<file path="src/include/pet_pkg.sv">
// constants and carrier types for the pwm edge offset trim block
package pet_pkg;

    ////////////////////////////////////////////////////////////////////////////
    // register indices; a word's byte address is four times its index
    localparam int         PET_ADDR_W       = 12;
    localparam logic [7:0] PET_IDX_TRIM_78  = 8'h6C;
    localparam logic [7:0] PET_IDX_TRIM_910 = 8'h6D;
    localparam logic [7:0] PET_IDX_CTRL     = 8'h70;
    localparam logic [7:0] PET_IDX_STATUS   = 8'h71;

    function automatic logic [PET_ADDR_W-1:0] pet_byte_addr(input logic [7:0] idx);
        return {2'b00, idx, 2'b00};
    endfunction

    localparam logic [PET_ADDR_W-1:0] PET_ADDR_TRIM_78  = pet_byte_addr(PET_IDX_TRIM_78);
    localparam logic [PET_ADDR_W-1:0] PET_ADDR_TRIM_910 = pet_byte_addr(PET_IDX_TRIM_910);
    localparam logic [PET_ADDR_W-1:0] PET_ADDR_CTRL     = pet_byte_addr(PET_IDX_CTRL);
    localparam logic [PET_ADDR_W-1:0] PET_ADDR_STATUS   = pet_byte_addr(PET_IDX_STATUS);

    ////////////////////////////////////////////////////////////////////////////
    // trim register field layout
    localparam int PET_REG_W      = 8;
    localparam int PET_FIELD_W    = 4;
    localparam int PET_OFS_W      = 3;
    localparam int PET_POL_BIT    = 3;
    localparam int PET_HI_LSB     = 4;
    localparam int PET_LO_LSB     = 0;
    localparam int PET_STEP_NS    = 5;
    localparam int PET_NUM_EDGES  = 4;
    localparam int PET_NUM_TRIMS  = 2;

    localparam logic [7:0] PET_TRIM_78_RST  = 8'h00;
    localparam logic [7:0] PET_TRIM_910_RST = 8'h00;

    ////////////////////////////////////////////////////////////////////////////
    // control and status layout
    localparam int         PET_CTRL_IMM_BIT   = 0;
    localparam int         PET_CTRL_APPLY_BIT = 1;
    localparam logic [1:0] PET_CTRL_RST       = 2'h0;
    localparam int         PET_STAT_PEND_LSB  = 0;
    localparam int         PET_STAT_ACT78_LSB = 8;
    localparam int         PET_STAT_ACT910_LSB = 16;

    ////////////////////////////////////////////////////////////////////////////
    // carriers
    typedef struct packed {
        logic                  psel;
        logic                  penable;
        logic                  pwrite;
        logic [PET_ADDR_W-1:0] paddr;
        logic [31:0]           pwdata;
    } pet_apb_req_s;

    typedef struct packed {
        logic        pready;
        logic [31:0] prdata;
        logic        pslverr;
    } pet_apb_rsp_s;

    typedef struct packed {
        logic              negative;
        logic [2:0]        code;
        logic signed [6:0] offset_ns;
    } pet_edge_s;

endpackage

</file>
<file path="src/pet_edge_trim.sv">
// edge seven to ten offset trim registers behind apb, feeding the pwm edge generator
//
// What this block does
// polarity bit set means negative offset
// first register bits 6:4 trim edge seven
// first register bits 2:0 trim edge eight
// second register bits 6:4 trim edge nine
// second register bits 2:0 trim edge ten
//
// software writes land in staging registers; they reach the edge outputs
// at once (immediate mode), on an apply strobe, or at the next pwm period
// start, so with neither immediate mode nor an apply strobe the edge generator never sees a half-updated pair of edges within a period.
//
// Our own choice: the APB slave port.
module pet_edge_trim #(
    parameter logic [7:0] TRIM_78_RESET  = pet_pkg::PET_TRIM_78_RST,
    parameter logic [7:0] TRIM_910_RESET = pet_pkg::PET_TRIM_910_RST,
    parameter int         STEP_NS        = pet_pkg::PET_STEP_NS
) (
    input  wire logic                             clk,
    input  wire logic                             rst,
    input  pet_pkg::pet_apb_req_s                 apb_req,
    output pet_pkg::pet_apb_rsp_s                 apb_rsp,
    input  wire logic                             period_start,
    output pet_pkg::pet_edge_s                    edge_out [pet_pkg::PET_NUM_EDGES],
    output wire logic [pet_pkg::PET_NUM_TRIMS-1:0] update_pending,
    output wire logic                             trim_applied
);
    import pet_pkg::*;

    ////////////////////////////////////////////////////////////////////////////
    // elaboration checks

    if (STEP_NS < 1 || STEP_NS * 7 > 63) begin : g_step_chk
        $error("step size does not fit the signed offset width");
    end

    ////////////////////////////////////////////////////////////////////////////
    // helpers

    // picks the four-bit field of one edge out of its trim register
    function automatic logic [PET_FIELD_W-1:0] pet_field(input logic [PET_REG_W-1:0] r,
                                                         input logic hi);
        return hi ? r[PET_HI_LSB +: PET_FIELD_W] : r[PET_LO_LSB +: PET_FIELD_W];
    endfunction

    // places an eight-bit value into a read word at a given position
    function automatic logic [31:0] pet_place(input logic [PET_REG_W-1:0] v, input int lsb);
        return 32'(v) << lsb;
    endfunction

    ////////////////////////////////////////////////////////////////////////////
    // declarations

    logic [PET_REG_W-1:0]     stage_q [PET_NUM_TRIMS];
    logic [PET_REG_W-1:0]     stage_d [PET_NUM_TRIMS];
    logic [PET_REG_W-1:0]     active_q [PET_NUM_TRIMS];
    logic [PET_REG_W-1:0]     active_d [PET_NUM_TRIMS];
    logic [PET_NUM_TRIMS-1:0] pend_q;
    logic [PET_NUM_TRIMS-1:0] pend_d;
    logic                     imm_q;
    logic                     apply_req_q;
    logic                     applied_q;
    pet_edge_s                edge_q [PET_NUM_EDGES];
    pet_edge_s                edge_dec [PET_NUM_EDGES];

    wire logic                wr_en;
    wire logic                setup;
    wire logic                hit_78;
    wire logic                hit_910;
    wire logic                hit_ctrl;
    wire logic                hit_status;
    wire logic                addr_err;
    wire logic                wr_78;
    wire logic                wr_910;
    wire logic                wr_ctrl;
    wire logic                apply_now;
    wire logic [31:0]         rd_data;
    wire logic [31:0]         ctrl_word;
    wire logic [31:0]         status_word;
    wire logic [PET_REG_W-1:0] wdata8;

    ////////////////////////////////////////////////////////////////////////////
    // apb handshake

    pet_apb_slave u_apb (
        .clk      (clk),
        .rst      (rst),
        .apb_req  (apb_req),
        .apb_rsp  (apb_rsp),
        .rd_data  (rd_data),
        .addr_err (addr_err),
        .wr_en    (wr_en),
        .setup    (setup)
    );

    ////////////////////////////////////////////////////////////////////////////
    // address decode

    assign hit_78     = apb_req.paddr == PET_ADDR_TRIM_78;
    assign hit_910    = apb_req.paddr == PET_ADDR_TRIM_910;
    assign hit_ctrl   = apb_req.paddr == PET_ADDR_CTRL;
    assign hit_status = apb_req.paddr == PET_ADDR_STATUS;
    assign addr_err   = ~(hit_78 | hit_910 | hit_ctrl | hit_status);

    assign wdata8  = apb_req.pwdata[PET_REG_W-1:0];
    assign wr_78   = wr_en & hit_78;
    assign wr_910  = wr_en & hit_910;
    // status is read only; a write to it is accepted and has no effect
    assign wr_ctrl = wr_en & hit_ctrl;

    ////////////////////////////////////////////////////////////////////////////
    // read mux

    assign ctrl_word = {30'h00000000, 1'b0, imm_q};

    assign status_word = pet_place(active_q[1], PET_STAT_ACT910_LSB)
                       | pet_place(active_q[0], PET_STAT_ACT78_LSB)
                       | 32'(pend_q);

    assign rd_data = hit_78     ? 32'(stage_q[0]) :
                     hit_910    ? 32'(stage_q[1]) :
                     hit_ctrl   ? ctrl_word :
                     hit_status ? status_word :
                     32'h00000000;

    ////////////////////////////////////////////////////////////////////////////
    // control register

    always_ff @(posedge clk or posedge rst) begin
        if (rst) begin
            imm_q <= PET_CTRL_RST[PET_CTRL_IMM_BIT];
        end else if (wr_ctrl) begin
            imm_q <= apb_req.pwdata[PET_CTRL_IMM_BIT];
        end
    end

    // apply strobe is self clearing and reads back as zero
    always_ff @(posedge clk or posedge rst) begin
        if (rst) begin
            apply_req_q <= PET_CTRL_RST[PET_CTRL_APPLY_BIT];
        end else begin
            apply_req_q <= wr_ctrl & apb_req.pwdata[PET_CTRL_APPLY_BIT];
        end
    end

    // staging reaches the edges at period start, on request, or always in immediate mode
    assign apply_now = period_start | apply_req_q | imm_q;

    ////////////////////////////////////////////////////////////////////////////
    // staging and active trim registers

    always_comb begin
        stage_d[0] = wr_78  ? wdata8 : stage_q[0];
        stage_d[1] = wr_910 ? wdata8 : stage_q[1];
    end

    // apply copies the staging value held before this edge; a write in the
    // same cycle lands in staging and stays pending for the next apply
    always_comb begin
        for (int i = 0; i < PET_NUM_TRIMS; i++) begin
            active_d[i] = apply_now ? stage_q[i] : active_q[i];
        end
    end

    // a fresh write sets pending even when an apply clears it in the same cycle
    always_comb begin
        pend_d = apply_now ? '0 : pend_q;
        if (wr_78) begin
            pend_d[0] = 1'b1;
        end
        if (wr_910) begin
            pend_d[1] = 1'b1;
        end
    end

    always_ff @(posedge clk or posedge rst) begin
        if (rst) begin
            stage_q[0]  <= TRIM_78_RESET;
            stage_q[1]  <= TRIM_910_RESET;
            active_q[0] <= TRIM_78_RESET;
            active_q[1] <= TRIM_910_RESET;
            pend_q      <= '0;
        end else begin
            stage_q  <= stage_d;
            active_q <= active_d;
            pend_q   <= pend_d;
        end
    end

    // one-cycle pulse after any active value actually changed
    always_ff @(posedge clk or posedge rst) begin
        if (rst) begin
            applied_q <= 1'b0;
        end else begin
            applied_q <= (active_d[0] != active_q[0]) | (active_d[1] != active_q[1]);
        end
    end

    ////////////////////////////////////////////////////////////////////////////
    // edge field decode

    pet_edge_decode #(.STEP_NS(STEP_NS)) u_edge7 (
        .field  (pet_field(active_q[0], 1'b1)),
        .edge_o (edge_dec[0])
    );

    pet_edge_decode #(.STEP_NS(STEP_NS)) u_edge8 (
        .field  (pet_field(active_q[0], 1'b0)),
        .edge_o (edge_dec[1])
    );

    pet_edge_decode #(.STEP_NS(STEP_NS)) u_edge9 (
        .field  (pet_field(active_q[1], 1'b1)),
        .edge_o (edge_dec[2])
    );

    pet_edge_decode #(.STEP_NS(STEP_NS)) u_edge10 (
        .field  (pet_field(active_q[1], 1'b0)),
        .edge_o (edge_dec[3])
    );

    ////////////////////////////////////////////////////////////////////////////
    // registered edge outputs

    always_ff @(posedge clk or posedge rst) begin
        if (rst) begin
            for (int i = 0; i < PET_NUM_EDGES; i++) begin
                edge_q[i] <= '0;
            end
        end else begin
            edge_q <= edge_dec;
        end
    end

    assign edge_out       = edge_q;
    assign update_pending = pend_q;
    assign trim_applied   = applied_q;

endmodule

</file>
<file path="src/pet_edge_decode.sv">
// turns one four-bit trim field into polarity, code and signed offset in ns
module pet_edge_decode #(
    parameter int STEP_NS = pet_pkg::PET_STEP_NS
) (
    input  wire logic [pet_pkg::PET_FIELD_W-1:0] field,
    output pet_pkg::pet_edge_s                   edge_o
);
    import pet_pkg::*;

    if (STEP_NS < 1 || STEP_NS * 7 > 63) begin : g_step_chk
        $error("step size does not fit the signed offset width");
    end

    wire logic              pol_neg;
    wire logic [2:0]        code;
    wire logic signed [6:0] mag;

    assign pol_neg = field[PET_POL_BIT];
    assign code    = field[PET_OFS_W-1:0];
    assign mag     = 7'(int'(code) * STEP_NS);

    assign edge_o.negative  = pol_neg;
    assign edge_o.code      = code;
    assign edge_o.offset_ns = pol_neg ? -mag : mag;
endmodule

</file>
<file path="src/pet_apb_slave.sv">
// apb handshake: read data captured in setup, zero wait states in access
module pet_apb_slave (
    input  wire logic          clk,
    input  wire logic          rst,
    input  pet_pkg::pet_apb_req_s apb_req,
    output pet_pkg::pet_apb_rsp_s apb_rsp,
    input  wire logic [31:0]   rd_data,
    input  wire logic          addr_err,
    output wire logic          wr_en,
    output wire logic          setup
);
    import pet_pkg::*;

    logic [31:0] prdata_q;
    logic        pslverr_q;
    wire  logic  access;

    assign setup  = apb_req.psel & ~apb_req.penable;
    assign access = apb_req.psel & apb_req.penable;
    assign wr_en  = access & apb_req.pwrite & ~pslverr_q;

    always_ff @(posedge clk or posedge rst) begin
        if (rst) begin
            prdata_q  <= 32'h00000000;
            pslverr_q <= 1'b0;
        end else if (setup) begin
            prdata_q  <= apb_req.pwrite ? 32'h00000000 : rd_data;
            pslverr_q <= addr_err;
        end
    end

    assign apb_rsp.pready  = access;
    assign apb_rsp.prdata  = prdata_q;
    assign apb_rsp.pslverr = pslverr_q & access;
endmodule

</file>
<file path="config.mk">
export PLATFORM = sky130hd
export DESIGN_NAME = pet_edge_trim
export DESIGN_NICKNAME = d
export VERILOG_FILES = /design/src/include/pet_pkg.sv /design/src/pet_edge_trim.sv /design/src/pet_edge_decode.sv /design/src/pet_apb_slave.sv
export SDC_FILE = /design/constraint.sdc
export NUM_CORES = 1
export LEC_CHECK = 0
export BUFFER_PORTS_ARGS = -buffer_cell sky130_fd_sc_hd__buf_2
export CAP_MARGIN = 20
export CORE_ASPECT_RATIO = 0.9
export CORE_MARGIN = 3
export CORE_UTILIZATION = 50
export CTS_BUF_LIST = sky130_fd_sc_hd__clkbuf_16
export DETAILED_ROUTE_END_ITERATION = 8
export PLACE_DENSITY = 0.76
export SLEW_MARGIN = 0
export SYNTH_ARGS = -nofsm -noshare
export SYNTH_HDL_FRONTEND = slang
export SYNTH_HIERARCHICAL = 1
export SYNTH_SLANG_ARGS = --single-unit
</file>
<file path="constraint.sdc">
create_clock -name clk -period 8.09 [get_ports clk]
set_clock_uncertainty 0.05 [all_clocks]
set_input_delay 2.427 -clock clk [delete_from_list [all_inputs] [get_ports clk]]
set_output_delay 2.427 -clock clk [all_outputs]
set_load 0.02 [all_outputs]
</file>
==> flow_summary.toml, run 1 <==
[floorplanning]
ios = 131
num_rows = 35
initial_core_util_pct = 52.35
core_sq_um = 10470
die_w_microns = 116.3
die_y_microns = 105.3
dieArea_sq_um = 12250

[timing]
hold_ws_ns = 0.4566
finalSetupViolCount = 0
fmax_ghz = 0.1861
max_slew_margin_pct = 60.15
min_period_ns = 5.374
rsz0062_at_grt = "false"
worst_slew_pin_slew_ns = 0.5977
hold_violations = 0
final.period_utilization_pct = 66.43
setup_tns_ns = 0
final_max_slew_viol_count = 0

[placed_design]
placement.io_buffers = 106
place_congestion = 0.7788
place_area_sq_um = 5954
place_inst = 635
dp_hpwl_mm = 7.570

[worst_setup_path]
crit_chain = "buf_2, and2_2, buf_2"
worstPathArrival_ns = 2.90
cpMaxStageDelayCell = "and2_2"
cp_data_required_time_ns = 5.61
cp-end-kind = "output pin"
worst_path_most_repeated_cell = "buf_2"
worstPathMaxFanout = 3
cp-start-kind = "input port"
timing.critical_path.slowest_cell_delay_ns = 0.19
reg2reg_slack_ns = 6.26
critPathLaunch = "apb_req[45]"
r2r-start = "active_q[0]$_DFF_PP0_"
critical_path_class = "input port to output pin"

[layout]
final_area_sq_um = 6599
n_antenna_cell = 0
final.fill_count = 787
area_growth_pct = 20.44
drive_above_1_share_pct = 41.19
final_cells = 668
nNetsFinal = 596

[clock_tree]
post_cts_resized = 0
clk_latency_ns = 0.40
tritoncts = "built"
cts.clk_slew.worst_paths_ns = 0.06
cts_buffer_depth = 2
cts.sinks = 114
cts_htree_levels = 4
root_buffer = "clkbuf_16"
cts_made_buffers = 17
holdBufCountCts = 0
postCtsSetupBuffers = 0

[grt]
first_global_vias = 3594
antenna_found_initial = 0
grt_use_total_pct = 19.01
grt_pass1_wl_mm = 18.11
grt-ovfl-total = 0
grt_max_degree = 82

[route]
num_vias = 3406
antenna_left = 0
route.detailed.wl_per_inst_microns = 16.50
viasPerCell = 5.099
drt_iter0_drc = 205
drc = 0
drt_pass1_iterations = 4
finalWirelength_mm = 11.02

[worst_hold_path]
hold_class = "flop to flop"
hold_path_startpoint = "u_apb/prdata_q[31]$_DFFE_PP0P_"

[logic_synthesis]
syn_area_sq_um = 5479
synth_area_per_cell_sq_um = 12.98
synth_cells = 422
yosysSeqAreaShare_pct = 52.07
synth-seq-cells = 114
yosys_warnings = 6
synth_cell_types = 41

[status]
outcome = "finished, final reports clean"

[power]
p_leak_uw = 0.003578
powerDensity_nw_per_um2 = 213.9
peakVddDrop_mv = 0.1017
p_total_uw = 1412

[flow_run]
maxCapViolations = 0
-- metrics by stage --
step | worst slack (ns) | util, %
floorplan | 2.867 | -
global placement | 2.714 | 56.89
detailed placement | 2.712 | 56.89
CTS | 2.712 | 62.79
global route | 2.691 | 63.05
finish | 2.716 | 63.05
-- worst paths after layout --
kind	cells past startpoint	end
max	3	apb_rsp[33]
min	1	u_apb/prdata_q[31]$_DFFE_PP0P_
max reg2reg	6	edge_out[5]$_DFF_PP0_
min reg2reg	1	u_apb/prdata_q[31]$_DFFE_PP0P_
max in group asynchronous	3	u_apb/prdata_q[10]$_DFFE_PP0P_
min in group asynchronous	3	edge_out[13]$_DFF_PP0_
-- flip-flops by register name, summed over array words and instances, names as in the netlist --
signal           flops
stage_q             16
u_apb/prdata_q      32
apply_req_q          1
update_pending       2
edge_out            44
u_apb/pslverr_q      1
trim_applied         1
active_q            16
imm_q                1
-- cells in the final DEF, fill, tap and decap left out, types with 2 or more instances in the layout --
master,n
or3_1,4
o31ai_1,4
conb_1,8
clkinv_2,4
and2_1,16
bufinv_16,4
buf_2,106
o31ai_2,4
dfrtp_1,114
inv_1,26
ha_1,20
clkinvlp_4,3
nor2b_1,25
o21ai_0,5
mux2_4,29
and2b_1,9
nor2_1,11
nand2_1,18
clkinv_4,2
nand4_1,4
clkbuf_16,17
a31oi_1,4
xnor2_1,32
mux2_2,39
mux2i_1,7
buf_4,4
-- synthesized netlist by cell type --
cell type | count | area [sq um]
nor2_1 | 11 | 41.29
and4b_1 | 1 | 10.01
nand2_1 | 18 | 67.56
mux2_2 | 39 | 439.2
or4b_4 | 1 | 13.76
inv_1 | 26 | 97.59
dfrtp_1 | 114 | 2853
and3_2 | 1 | 7.510
nand3_1 | 1 | 5.000
nor2b_1 | 25 | 156.4
and3b_1 | 1 | 8.760
mux2i_1 | 7 | 70.07
o31ai_2 | 4 | 50.05
buf_12 | 3 | 60.06
nand3_2 | 1 | 10.01
mux2_4 | 29 | 435.4
a22oi_1 | 1 | 7.510
a31oi_1 | 4 | 25.02
and4_1 | 1 | 8.760
nor3_1 | 1 | 5.000
buf_2 | 3 | 15.01
xnor2_1 | 32 | 280.3
nor2b_4 | 1 | 13.76
and3_1 | 1 | 6.260
nand4_2 | 1 | 12.51
ha_1 | 20 | 250.2
o31ai_1 | 4 | 30.03
and2_2 | 1 | 7.510
nor4_4 | 1 | 21.27
o2bb2ai_1 | 1 | 8.760
and2b_1 | 9 | 67.56
o21ai_0 | 5 | 25.02
clkbuf_1 | 2 | 7.510
conb_1 | 1 | 3.750
nand4_1 | 4 | 25.02
buf_4 | 24 | 180.2
nor3_2 | 1 | 10.01
and2_1 | 16 | 100.1
nor4_1 | 1 | 6.260
buf_6 | 1 | 11.26
or3_1 | 4 | 25.02
-- routing by layer --
| layer | track usage, % | vias up | routed length, microns |
|---|---|---|---|
| met5 | 0 | - | 0 |
| met4 | 6.214 | 0 | 120 |
| met3 | 5.568 | 9 | 532 |
| met2 | 29.98 | 77 | 5337 |
| met1 | 25.10 | 1718 | 5032 |
| li1 | - | 1602 | - |
-- final cells by class --
cell class                 instances  area (sq um)  share of cell area, %
sequential                       114          2853                  43.23
multi-input combinational        256          2281                  34.57
timing repair buffer             111         588.1                  8.912
clock buffer                      17         425.4                  6.447
clock inverter                    15         191.4                  2.901
tap                              129         161.4                  2.446
inverter                          26         98.84                  1.498
-- worst max-delay path: cells and delay by family --
family / cells / cell delay (ns)
buf+inv: 2 / 0.27
simple gates: 1 / 0.19
-- kinds of logic (layout without fill, tap and decap cells) --
family,count (synthesis),in the layout,share of synthesized area (%)
multiplexers,75,75,17.24
XOR/XNOR,32,32,5.115
other,1,8,0.06844
flip-flops,114,114,52.07
AND/OR/NAND/NOR,102,102,11.49
AO/OA/AOI/OAI,19,19,2.672
buffers and inverters,59,169,6.782
adder cells (fa/ha/maj),20,20,4.567
-- power by group --
group	switching [uW]	leakage (uW)	internal [uW]
clock network	259	0.000298	513
logic	36.7	0.00170	24.9
registers	2.72	0.00158	576
total	299	0.00358	1110
(Power assumes the default switching activity.)
==> inputs of run 2 (changes only) <==
--- a/config.mk
+++ b/config.mk
@@ -5,6 +5,7 @@
 export SDC_FILE = /design/constraint.sdc
 export NUM_CORES = 1
 export LEC_CHECK = 0
+export ABC_AREA = 1
 export BUFFER_PORTS_ARGS = -buffer_cell sky130_fd_sc_hd__buf_2
 export CAP_MARGIN = 20
 export CORE_ASPECT_RATIO = 0.9
==> constraint.sdc (replaced) <==
create_clock -name clk -period 5.6 [get_ports clk]
set_clock_uncertainty 0.05 [all_clocks]
set_input_delay 1.68 -clock clk [delete_from_list [all_inputs] [get_ports clk]]
set_output_delay 1.68 -clock clk [all_outputs]
set_load 0.02 [all_outputs]
==> run 2 against run 1 <==
Combinational power increased by 32%. Via count is 33% higher. Power grew 45%. Global-route usage up 0.45 points. Largest power group unchanged. Final area rose by 3.1%. Sequential share of layout area fell by 1.3 points.
==> flow_summary.toml, run 2 <==
[clock_tree]
postCtsSetupBuffers = 0
tritoncts = "built"
cts_buffer_depth = 2
cts.clk_slew.worst_paths_ns = 0.05
cts_htree_levels = 4
cts_made_buffers = 17
clk_latency_ns = 0.40
cts.sinks = 114
root_buffer = "clkbuf_16"
holdBufCountCts = 0
post_cts_resized = 0

[logic_synthesis]
synth_top_area_share_pct = 50.13
ys_dominant_reg_cell = "dfrtp_1"
yosysTopAreaCell = "dfrtp_1"
synthTopCellsByArea = "dfrtp_1, nand2_1, inv_1"
synth_async_sr_flop_share_pct = 100.0
synth_edf_count = 0
post-synth-top-count-cell = "nand2_1"
synth-seq-cells = 114
synth_area_per_cell_sq_um = 8.211
synth_cell_types = 28
synth_common_cells = "nand2_1, dfrtp_1, inv_1, nor2_1, o21ai_0"
yosysSeqAreaShare_pct = 50.13
yosys_warnings = 6
synth_cells = 693
syn_area_sq_um = 5690

[flow_run]
maxCapViolations = 0

[grt]
use_met3_pct = 5.011
grt_use_total_pct = 19.45
grt_max_degree = 57
antenna_found_initial = 0
grt_pass1_wl_mm = 19.75
first_global_vias = 4241
grt_util_met2_pct = 32.60
grt-ovfl-total = 0
met1_usage_pct = 24.94
busiest_layer = "met2"

[layout]
drive_above_1_share_pct = 23.60
final_common_cell = "nand2_1"
nNetsFinal = 858
largest_reg_flops = 44
final_cell_mix = "nand2_1, dfrtp_1, inv_1, buf_2, nor2_1"
final_cells = 953
area_growth_pct = 19.57
n_antenna_cell = 0

[worst_setup_path]
cp-start-kind = "input port"
critical_path_buf_inv_count = 2
critical_path_class = "input port to output pin"
worst_path_most_repeated_cell = "buf_2"
worstPathArrival_ns = 2.20
cp-end-kind = "output pin"
timing.critical_path.slowest_cell_delay_ns = 0.18
crit_chain = "buf_2, nand2_1, nor2_1, buf_2"
worstPathMaxFanout = 3
cp_data_required_time_ns = 3.87
crit_family = "buffers and inverters"
cpMaxStageDelayCell = "buf_2"

[floorplanning]
die_y_microns = 107.2
ios = 131
dieArea_sq_um = 12700
num_rows = 36
core_sq_um = 10950
initial_core_util_pct = 51.99
die_w_microns = 118.5

[route]
antenna_left = 0
route.detailed.wl_per_inst_microns = 12.46
viasPerCell = 4.765
num_vias = 4541
drc = 0
drt_iter0_drc = 425
finalWirelength_mm = 11.87
drt_pass1_iterations = 5

[placed_design]
place_inst = 921
dp_hpwl_mm = 8.503
place_congestion = 0.8318
placement.io_buffers = 106

[timing]
finalSetupViolCount = 0
rsz0062_at_grt = "false"
final.period_utilization_pct = 70.18
worst_slew_pin_slew_ns = 0.9112
max_slew_margin_pct = 39.26
final_max_slew_viol_count = 0
setup_tns_ns = 0
hold_violations = 0
min_period_ns = 3.930
fmax_ghz = 0.2544

[worst_hold_path]
hold_class = "flop to flop"

[power]
powerDensity_nw_per_um2 = 301.3
p_total_uw = 2050
p_leak_uw = 0.003780
peakVddDrop_mv = 0.1417

[status]
outcome = "finished, final reports clean"
run 2: area by class of cell:
type | instances | area [sq um]
Fill cell | 958 | 4141
Inverter | 114 | 431.7
Multi-Input combinational cell | 433 | 2160
Clock buffer | 17 | 425.4
Timing Repair Buffer | 108 | 545.5
Sequential cell | 114 | 2853
Tap cell | 152 | 190.2
Clock inverter | 15 | 198.9
run 2: stage by stage:
step	setup slack [ns]	hold slack, ns	utilization (%)	instance area (sq um)
after floorplan	1.790	0.3989	-	5717
after global placement	1.653	0.4085	56.46	6180
after detailed placement	1.671	0.4126	56.46	6180
after CTS	1.666	0.4272	62.16	6804
after global routing	1.614	0.4370	62.16	6804
final	1.670	0.4215	62.16	6804
run 2: final timing paths:
kind	cells past startpoint	slack, ns	startpoint	to
min in group asynchronous	3	1.33	rst	u_apb/prdata_q[19]$_DFFE_PP0P_
hold reg to reg	2	0.42	u_apb/prdata_q[31]$_DFFE_PP0P_	u_apb/prdata_q[31]$_DFFE_PP0P_
setup / recovery	4	1.67	apb_req[45]	apb_rsp[0]
max in group asynchronous	3	3.21	rst	active_q[10]$_DFF_PP0_
setup reg to reg	8	3.68	active_q[6]$_DFF_PP0_	edge_out[16]$_DFF_PP0_
hold / removal	2	0.42	u_apb/prdata_q[31]$_DFFE_PP0P_	u_apb/prdata_q[31]$_DFFE_PP0P_
run 2: report_power, final:
part | internal (uW) | switching (uW) | total, uW
clock | 777 | 356 | 1130
sequential | 832 | 3.85 | 836
combinational | 20.5 | 60.7 | 81.2
run 2: worst register-to-register path, delay by kind of cell, from the launching register on:
| family | cells | cell delay, ns |
|---|---|---|
| DFF | 1 | 0.47 |
| buffers and inverters | 1 | 0.05 |
| adders and majority gates | 3 | 0.70 |
| and+or+nand+nor | 3 | 0.22 |
| AOI/OAI and AO/OA | 1 | 0.31 |
run 2: logic make-up after synthesis:
group | share of synthesized area, %
buffers and inverters | 12.38
adder cells (fa/ha/maj) | 4.398
AO/OA/AOI/OAI | 6.816
AND/OR/NAND/NOR | 25.59
other | 0.06590
XOR/XNOR | 0.6156
flip-flops | 50.13
run 2: per-layer routing:
metal,vias to the layer above,wire (microns)
met1,2135,5149
met2,123,5893
li1,2270,-
met5,-,0
met3,13,674
met4,0,156
